### src/hdl/dram_refresh_controller_defines.vh
// Constants for the dynamic RAM controller: states, timing counts and reset values.
`ifndef DRAM_REFRESH_CONTROLLER_DEFINES_VH
`define DRAM_REFRESH_CONTROLLER_DEFINES_VH

// =====================================================================
// Controller states
`define ST_IDLE          3'h0
`define ST_TEST          3'h1
`define ST_REFRESH       3'h2
`define ST_READ          3'h3
`define ST_WRITE         3'h4

// =====================================================================
// Cycle phases, counted in clock cycles from the start of a cycle
`define PH_ROW_STROBE    4'h1
`define PH_COL_ADDR      4'h2
`define PH_WRITE_STROBE  4'h2
`define PH_COL_STROBE    4'h3
`define PH_XFER_ACK      4'h5
`define PH_REFRESH_END   4'h5
`define PH_CYCLE_END     4'h7

// =====================================================================
// Refresh interval: 12 us, inside the documented 10 to 16 us window
`define REFRESH_INTERVAL_NS  12000
`define CLOCK_PERIOD_NS      10
`define REFRESH_CYCLES       (`REFRESH_INTERVAL_NS / `CLOCK_PERIOD_NS)
`define REFRESH_TIMER_W      11

// =====================================================================
// Reset values
`define REFRESH_ROW_RESET    8'h00
`define RAM_ADDR_IDLE        8'hFF
`define ROW_STROBES_IDLE     4'hF

`endif

### src/hdl/request_synchronizer.v
// Two-stage synchronizer for one asynchronous request level.
`timescale 1ns/1ns
`default_nettype none

module request_synchronizer (
   input  wire mclk_in,
   input  wire reset_n_in,
   input  wire async_in,
   output reg  sync_out
);

   reg meta_q;

   // =====================================================================
   // Only the second stage is seen by the rest of the block.
   always @(posedge mclk_in or negedge reset_n_in) begin
      if (!reset_n_in) begin
         meta_q   <= 1'b0;
         sync_out <= 1'b0;
      end else begin
         meta_q   <= async_in;
         sync_out <= meta_q;
      end
   end

endmodule // request_synchronizer

`default_nettype wire

### src/hdl/dram_refresh_controller.v
// Dynamic RAM controller with access/refresh arbitration and refresh timer.
// Operation
// - In 16K mode the advanced-read strap turns read input into status and refresh input into strobe.
// - Any external refresh request restarts the refresh interval timer.
// - Eight-bit refresh row counter advances after every completed refresh.
// - In 16K mode two bank bits pick one of four row strobes.
// - In 64K mode one bank bit picks one of two row strobes.
// - Access cycles drive row address first, then column address.
// - Refresh drives the row counter out; column strobe stays inactive.
// - RAM address outputs are the inverse of the selected source.
// - Asynchronous read, write and refresh requests are synchronized before arbitration.
// - At idle, pending reads and writes win over pending refresh.
// - Five states; rest in idle, return there when nothing pends.
// - Select, read and write together run a test: clear counter, then write.
// - Refresh asserts all row strobes; other strobes and acks stay inactive.
// - Without external requests the timer asks for refresh every 10-16 us.
// - External refresh requests are synchronized, then latched.
// - No external refresh while advanced read is selected.
// - Refresh starts only when no other cycle is running.
// - From idle, simultaneous access and refresh: access first, then refresh.
// - Outside idle, a simultaneous pair may be served refresh first.
// - Advanced read starts on the strobe's falling edge while status is high.
// - Read asked during refresh delays system ack to transfer ack; cleared per read.
// - All outputs change on the reference clock edge.
`timescale 1ns/1ns
`default_nettype none
`include "dram_refresh_controller_defines.vh"

module dram_refresh_controller (
   input  wire       mclk_in,
   input  wire       reset_n_in,
   input  wire       density_mode_select_in,
   input  wire       advanced_read_strap_in,
   input  wire       external_clock_strap_in,
   input  wire       protected_select_n_in,
   input  wire       mem_read_req_n_in,
   input  wire       mem_write_req_n_in,
   input  wire       ext_refresh_req_in,
   input  wire       bank_sel_0_in,
   input  wire       bank_sel_1_in,
   input  wire [7:0] row_addr_in,
   input  wire [7:0] col_addr_in,
   output reg  [7:0] ram_addr_out_n,
   output reg  [3:0] row_strobe_n_out,
   output reg        col_strobe_n_out,
   output reg        write_strobe_n_out,
   output reg        system_ack_n_out,
   output reg        transfer_ack_n_out,
   output reg  [7:0] refresh_row_out
);

   localparam integer REFRESH_LAST_FULL = `REFRESH_CYCLES - 1;
   // The interval count fits the timer width, so the cut below drops only zeros.
   localparam [`REFRESH_TIMER_W-1:0] REFRESH_LAST =
      REFRESH_LAST_FULL[`REFRESH_TIMER_W-1:0];

   reg [2:0]  state_q;
   reg [2:0]  state_d;
   reg [3:0]  phase_q;
   reg [7:0]  refresh_row_q;
   reg [`REFRESH_TIMER_W-1:0] timer_q;
   reg        timer_req_q;
   reg        ext_latch_q;
   reg        delayed_ack_q;
   reg        access_hold_q;
   reg        strobe_sync_last_q;
   reg [3:0]  bank_strobes;

   wire       read_raw;
   wire       ale_raw;
   wire       read_sync;
   wire       write_sync;
   wire       ale_sync;
   wire       ext_ref_sync;
   wire       adv_mode;
   wire       sel;
   wire       read_req;
   wire       write_req;
   wire       test_req;
   wire       access_req;
   wire       ext_seen;
   wire       refresh_req;
   wire       cycle_done;
   wire       ale_fall;

   // =====================================================================
   // Option decode and request synchronizers
   // The strap is honoured only in 16K mode; in 64K mode it has no effect.
   assign adv_mode = advanced_read_strap_in & density_mode_select_in;
   assign sel      = ~protected_select_n_in;
   // Both straps are static; external_clock_strap_in has no effect because the
   // block always runs from mclk_in.

   // Advanced read: read pin carries status, refresh pin carries the strobe.
   assign read_raw = adv_mode ? 1'b0 : ~mem_read_req_n_in;
   assign ale_raw  = adv_mode ? (ext_refresh_req_in & mem_read_req_n_in) : 1'b0;

   request_synchronizer u_sync_read (
      .mclk_in    (mclk_in),
      .reset_n_in (reset_n_in),
      .async_in   (read_raw),
      .sync_out   (read_sync)
   );

   request_synchronizer u_sync_write (
      .mclk_in    (mclk_in),
      .reset_n_in (reset_n_in),
      .async_in   (~mem_write_req_n_in),
      .sync_out   (write_sync)
   );

   request_synchronizer u_sync_ale (
      .mclk_in    (mclk_in),
      .reset_n_in (reset_n_in),
      .async_in   (ale_raw),
      .sync_out   (ale_sync)
   );

   // The raw refresh pin is synchronized first, then held in ext_latch_q until the refresh ends.
   request_synchronizer u_sync_ref (
      .mclk_in    (mclk_in),
      .reset_n_in (reset_n_in),
      .async_in   (ext_refresh_req_in & ~adv_mode),
      .sync_out   (ext_ref_sync)
   );

   // =====================================================================
   // Request qualification
   always @(posedge mclk_in or negedge reset_n_in) begin
      if (!reset_n_in) begin
         strobe_sync_last_q <= 1'b0;
      end else begin
         strobe_sync_last_q <= ale_sync;
      end
   end

   assign ale_fall   = strobe_sync_last_q & ~ale_sync;
   // A held level request is served once; it must drop before it starts another cycle.
   assign read_req   = sel & ((read_sync & ~access_hold_q) | ale_fall);
   assign write_req  = sel & write_sync & ~access_hold_q;
   assign test_req   = sel & read_sync & write_sync & ~access_hold_q;
   assign access_req = read_req | write_req;
   assign ext_seen   = ext_ref_sync | ext_latch_q;
   assign refresh_req = ext_seen | timer_req_q;
   assign cycle_done = (state_q == `ST_REFRESH) ? (phase_q == `PH_REFRESH_END)
                                                : (phase_q == `PH_CYCLE_END);

   // =====================================================================
   // Bank decode
   // The decode is combinational from the pins; bank selects are not latched,
   // so the system must keep them stable for the whole cycle.
   function [3:0] bank_decode;
      input mode16;
      input b1;
      input b0;
      begin
         if (mode16) begin
            bank_decode = ~(4'h1 << {b1, b0});
         end else begin
            bank_decode = b0 ? 4'hD : 4'hE;
         end
      end
   endfunction

   always @* begin
      bank_strobes = bank_decode(density_mode_select_in, bank_sel_1_in, bank_sel_0_in);
   end

   // =====================================================================
   // State machine
   always @* begin
      state_d = state_q;
      case (state_q)
         `ST_IDLE: begin
            // Access beats refresh when both arrive together at idle.
            if (test_req) begin
               state_d = `ST_TEST;
            end else if (write_req) begin
               state_d = `ST_WRITE;
            end else if (read_req) begin
               state_d = `ST_READ;
            end else if (refresh_req) begin
               state_d = `ST_REFRESH;
            end
         end
         `ST_TEST, `ST_READ, `ST_WRITE, `ST_REFRESH: begin
            // A refresh latched during an access runs straight after it,
            // so an access held asserted cannot starve refresh.
            if (cycle_done) begin
               if (state_q != `ST_REFRESH && refresh_req) begin
                  state_d = `ST_REFRESH;
               end else begin
                  state_d = `ST_IDLE;
               end
            end
         end
         default: begin
            state_d = `ST_IDLE;
         end
      endcase
   end

   // Phase counts clock edges since the state was entered; idle does not count.
   always @(posedge mclk_in or negedge reset_n_in) begin
      if (!reset_n_in) begin
         state_q <= `ST_IDLE;
         phase_q <= 4'h0;
      end else begin
         state_q <= state_d;
         if (state_d != state_q) begin
            phase_q <= 4'h0;
         end else if (state_q != `ST_IDLE) begin
            phase_q <= phase_q + 4'h1;
         end
      end
   end

   // =====================================================================
   // Refresh timer, external latch and row counter
   // The timer runs on every edge; an external request restarts it, so a system
   // that refreshes often enough never sees an internal refresh.
   always @(posedge mclk_in or negedge reset_n_in) begin
      if (!reset_n_in) begin
         timer_q       <= {`REFRESH_TIMER_W{1'b0}};
         timer_req_q   <= 1'b0;
         ext_latch_q   <= 1'b0;
         refresh_row_q <= `REFRESH_ROW_RESET;
      end else begin
         if (ext_ref_sync) begin
            timer_q <= {`REFRESH_TIMER_W{1'b0}};
         end else if (timer_q == REFRESH_LAST) begin
            timer_q <= {`REFRESH_TIMER_W{1'b0}};
         end else begin
            timer_q <= timer_q + 1'b1;
         end
         // New requests win over the clear at the end of a refresh.
         if (!ext_ref_sync && timer_q == REFRESH_LAST) begin
            timer_req_q <= 1'b1;
         end else if (state_q == `ST_REFRESH && cycle_done) begin
            timer_req_q <= 1'b0;
         end
         if (ext_ref_sync) begin
            ext_latch_q <= 1'b1;
         end else if (state_q == `ST_REFRESH && cycle_done) begin
            ext_latch_q <= 1'b0;
         end
         if (state_q == `ST_TEST && phase_q == 4'h0) begin
            refresh_row_q <= `REFRESH_ROW_RESET;
         end else if (state_q == `ST_REFRESH && cycle_done) begin
            refresh_row_q <= refresh_row_q + 8'h01;
         end
      end
   end

   // =====================================================================
   // Delayed system acknowledge flag
   always @(posedge mclk_in or negedge reset_n_in) begin
      if (!reset_n_in) begin
         delayed_ack_q <= 1'b0;
      end else if (state_q == `ST_REFRESH && read_req) begin
         delayed_ack_q <= 1'b1;
      end else if (state_q == `ST_READ && cycle_done) begin
         delayed_ack_q <= 1'b0;
      end
   end

   // =====================================================================
   // Served-request hold
   // The request synchronizers lag the pins by two edges, so a read released on
   // the transfer acknowledge still looks active when the cycle ends. Without
   // this hold that stale level would start a second, unwanted cycle.
   always @(posedge mclk_in or negedge reset_n_in) begin
      if (!reset_n_in) begin
         access_hold_q <= 1'b0;
      end else if (state_q != `ST_IDLE && state_q != `ST_REFRESH && cycle_done) begin
         access_hold_q <= 1'b1;
      end else if (!read_sync && !write_sync) begin
         access_hold_q <= 1'b0;
      end
   end

   // =====================================================================
   // RAM-side and processor-side outputs, all registered
   // Every output comes from a flip-flop, so the pins lag the phase counter by one edge.
   always @(posedge mclk_in or negedge reset_n_in) begin
      if (!reset_n_in) begin
         ram_addr_out_n     <= `RAM_ADDR_IDLE;
         row_strobe_n_out   <= `ROW_STROBES_IDLE;
         col_strobe_n_out   <= 1'b1;
         write_strobe_n_out <= 1'b1;
         system_ack_n_out   <= 1'b1;
         transfer_ack_n_out <= 1'b1;
         refresh_row_out    <= `REFRESH_ROW_RESET;
      end else begin
         refresh_row_out    <= refresh_row_q;
         row_strobe_n_out   <= `ROW_STROBES_IDLE;
         col_strobe_n_out   <= 1'b1;
         write_strobe_n_out <= 1'b1;
         system_ack_n_out   <= 1'b1;
         transfer_ack_n_out <= 1'b1;
         ram_addr_out_n     <= ~row_addr_in;
         case (state_q)
            `ST_REFRESH: begin
               ram_addr_out_n <= ~refresh_row_q;
               if (phase_q >= `PH_ROW_STROBE && !cycle_done) begin
                  row_strobe_n_out <= 4'h0;
               end
            end
            `ST_READ, `ST_WRITE, `ST_TEST: begin
               if (phase_q >= `PH_COL_ADDR) begin
                  ram_addr_out_n <= ~col_addr_in;
               end
               if (phase_q >= `PH_ROW_STROBE && !cycle_done) begin
                  row_strobe_n_out <= bank_strobes;
               end
               if (phase_q >= `PH_COL_STROBE && !cycle_done) begin
                  col_strobe_n_out <= 1'b0;
               end
               // Early write: the write strobe leads the column strobe.
               if (state_q != `ST_READ && phase_q >= `PH_WRITE_STROBE && !cycle_done) begin
                  write_strobe_n_out <= 1'b0;
               end
               if (phase_q == `PH_XFER_ACK || phase_q == `PH_XFER_ACK + 4'h1) begin
                  transfer_ack_n_out <= 1'b0;
               end
               if (state_q == `ST_READ && delayed_ack_q) begin
                  if (phase_q >= `PH_XFER_ACK && !cycle_done) begin
                     system_ack_n_out <= 1'b0;
                  end
               end else if (phase_q >= `PH_ROW_STROBE && !cycle_done) begin
                  system_ack_n_out <= 1'b0;
               end
            end
            default: begin
               ram_addr_out_n <= ~row_addr_in;
            end
         endcase
      end
   end

endmodule // dram_refresh_controller

`default_nettype wire

### config.mk
export PLATFORM = sky130hd
export DESIGN_NAME = dram_refresh_controller
export DESIGN_NICKNAME = d
export VERILOG_FILES = /design/src/hdl/request_synchronizer.v /design/src/hdl/dram_refresh_controller.v
export VERILOG_INCLUDE_DIRS = /design/src /design/src/hdl
export SDC_FILE = /design/constraint.sdc
export NUM_CORES = 1
export LEC_CHECK = 0
export ABC_AREA = 1
export BUFFER_PORTS_ARGS = -buffer_cell sky130_fd_sc_hd__buf_4
export CAP_MARGIN = 25
export CORE_ASPECT_RATIO = 0.5
export CORE_MARGIN = 2
export CORE_UTILIZATION = 25
export DETAILED_ROUTE_END_ITERATION = 10
export PLACE_DENSITY = 0.46
export REMOVE_ABC_BUFFERS = 1
export SETUP_SLACK_MARGIN = 0.4
export SLEW_MARGIN = 20
export SYNTH_ARGS = -nofsm -noshare
export SYNTH_HDL_FRONTEND = slang
export SYNTH_HIERARCHICAL = 1
export SYNTH_SLANG_ARGS = --single-unit
### constraint.sdc
create_clock -name mclk_in -period 1.6 [get_ports mclk_in]
set_input_delay 0.48 -clock mclk_in [delete_from_list [all_inputs] [get_ports mclk_in]]
set_output_delay 0.48 -clock mclk_in [all_outputs]
set_load 0.05 [all_outputs]
==> summary.txt <==
status - finished, violations left
violated checks - setup timing
Post-Route WL - 7410 microns
die area - 12600 sq um
mean area per synthesized cell - 9.21 sq um
detailed placement HPWL - 5070 microns
Residual DRC - 0
n_diodes - 0
Core Region - 11200 sq um
M1 WL - 3370 microns
Finish-stage setup viols - 5
Slew Viols, Final - 0
Final Cycle Share - 101%
crit path max fanout - 5
Fmax achieved - 0.616 GHz
Max-cap violations - 0
Mapped Area - 2910 sq um
Setup Skew - 5.11 ps
Synth area leaders - dfrtp_1 (40%), dfstp_2 (14%), nand2_1 (7.7%)
crit path launch type - flop
Seq/Total Area, Yosys - 54.8%
layout cells sized above 1 - 51.8%
Slew HR - 80.5%
mux cell area share after synthesis - 0%
Inst Count DP - 554
crit path cell chain - buf_6 > ha_4 > inv_2 > nor2_2 > nand2_2 > nand2_8 > o21bai_1 > nand3_1 > nor2_2 > nand2_2 > nor2_1
simple-gate share of the synthesized area - 24.6%
Tot Pwr - 0.00793 W
largest net degree at the start of global routing - 31
crit path time final - 1620 ps
area delta synth->final - 63.9%
placed instance area - 3720 sq um
post-route ant nets - 0
CTS tree - built
Chip Width - 157 microns
Max VDD drop - 0.691 mV
Post-Layout Cell Count - 595
post-synthesis cell type count - 35
Total GRT Usage - 12.8%
CTS clk-pin slew, worst paths - 60 ps
post-synthesis adder-cell area fraction - 2.58%
nets@finish - 464
Routed met3 length - 258 microns
TritonCTS Buffers - 9
Worst EP required - 1850 ps
final setup margin - -22.7 ps
post-synthesis compound-gate area fraction - 8.81%
initial antenna violation count - 0
largest family of logic cells by synthesized area - simple AND/OR/NAND/NOR gates
worst slew pin tran - 291 ps
RSZ-0062 raised after global routing - true
initial core utilization - 26.0%
PD cells - 1660 nW/um^2
Fin. Hold Viols - 0
# clock sinks - 63
CP peak stage delay - 390 ps
total global routing overflow - 0
commonest non-fill, non-tap cell in the layout - buf_4
cell area after layout - 4770 sq um
WP data arrival - 1880 ps
hold crit path type - in2async
Die H - 80.3 microns
WL met2 - 3670 microns
# rows - 27
GPL Wtd Cong - 0.805
H-tree levels - 3
average detailed-routed wire length per instance - 12.5 microns
XOR/XNOR share of the synthesized area - 2.71%
Max Used Layer - met4
I/O pins - 51
vias in the first global route - 2496
CP endpoint kind - flop
CTS Hold Bufs - 0
CP Buf/Inv Count - 2
via count - 2510
Max clock buf depth - 2
first-pass GRT wire length - 12400 microns
leakage - 2.21 nW
final core utilization - 42.7%
Crit-path slowest cell - dfrtp_1
number of synthesized register bits - 63
share of Yosys cell area claimed by the top area cell type - 40.4%
commonest cells after routing, fill and taps aside - buf_4 (66), nand2_1 (52), dfrtp_1 (45)
first-pass iteration count of the detailed router - 4
routed vias/inst - 4.22
Buffers on Ports - 49
kind of critical path - reg2reg
Syn Inst Count - 316
DRT iter0 DRCs - 80
Worst path top cell family by delay - simple AND/OR/NAND/NOR gates
Yosys top cell by area - dfrtp_1
clk_lat worst skew - 330 ps
Synthesis Warnings - 6
CTS Root Cell - clkbuf_16
==> power breakdown <==
group          total [W]  internal (W)  switching, W
Clock            0.00215       0.00142      0.000736
Sequential       0.00217       0.00196      0.000205
Combinational    0.00361       0.00159       0.00202
==> layout make-up <==
type | count | area (sq um)
multi-input combinational | 206 | 1430
tap | 159 | 199
inverter | 43 | 170
fill | 1053 | 6410
sequential | 63 | 1600
clock inverter | 6 | 91.3
timing repair buffer | 108 | 1050
clock buffer | 10 | 239
==> logic make-up (layout without fill, tap and decap cells) <==
logic type / Yosys count / count (layout)
adder cells (fa/ha/maj): 6 / 6
flip-flops: 63 / 63
AO/OA/AOI/OAI: 39 / 39
AND/OR/NAND/NOR: 152 / 152
XOR/XNOR: 9 / 9
buffers and inverters: 47 / 167
==> synthesized netlist by cell type (all sizes together) <==
master and count:
o221ai 8, ha 6, o2111ai 1, dfstp 16
inv 42, o41ai 1, o31ai 2, o21ai 18
and3 1, dfrtp 47, nor4 1, a21oi 8
buf 4, clkinv 1, nor2 37, xnor2 1
nand2 67, o21bai 1, nand4 4, nor3b 3
nand3 32, xor2 8, nor3 7
==> per-layer routing <==
metal	GRT usage [%]	vias up
met2	21.4	34
met3	3.72	14
li1	-	1270
met1	15.9	1192
met5	0	-
met4	4.40	0
==> flip-flops by register name, indices dropped and copies added, names as in the netlist <==
register               flops
u_sync_ale/sync_out        1
state_q                    3
timer_req_q                1
u_sync_ale/meta_q          1
strobe_sync_last_q         1
u_sync_write/meta_q        1
u_sync_read/sync_out       1
ext_latch_q                1
transfer_ack_n_out         1
access_hold_q              1
phase_q                    4
u_sync_ref/meta_q          1
delayed_ack_q              1
u_sync_read/meta_q         1
col_strobe_n_out           1
row_strobe_n_out           4
refresh_row_out            8
u_sync_write/sync_out      1
write_strobe_n_out         1
u_sync_ref/sync_out        1
ram_addr_out_n             8
system_ack_n_out           1
refresh_row_q              8
timer_q                   11
==> repair_timing <==
action	4_1_cts	5_1_grt
endpoints found under the setup margin	68	69
buffers inserted	14	11
hold endpoints to repair	0	0
pin swaps	23	22
cloned	0	0
resized for setup	100	43
==> per-stage QoR <==
stage	setup WS (ps)	hold WS [ps]	setup TNS [ps]
after floorplan	-43.8	184	-171
after global placement	-92.4	333	-565
after detailed placement	-103	340	-588
after CTS	-2.87	15.3	-2.87
after global routing	-109	28.6	-1020
final	-22.7	18.9	-47.1
==> final timing paths <==
kind | startpoint | endpoint | slack, ps | cells past startpoint
min in group mclk_in | mem_write_req_n_in | u_sync_write/meta_q | 280 | 2
max in group asynchronous | reset_n_in | ram_addr_out_n[4] | 1020 | 2
hold / removal | reset_n_in | u_sync_ale/sync_out | 20 | 1
hold reg to reg | u_sync_ale/meta_q | u_sync_ale/sync_out | 350 | 0
setup / recovery | phase_q[1] | phase_q[0] | -20 | 11
setup reg to reg | phase_q[1] | phase_q[0] | -20 | 11
(Power assumes the default switching activity.)
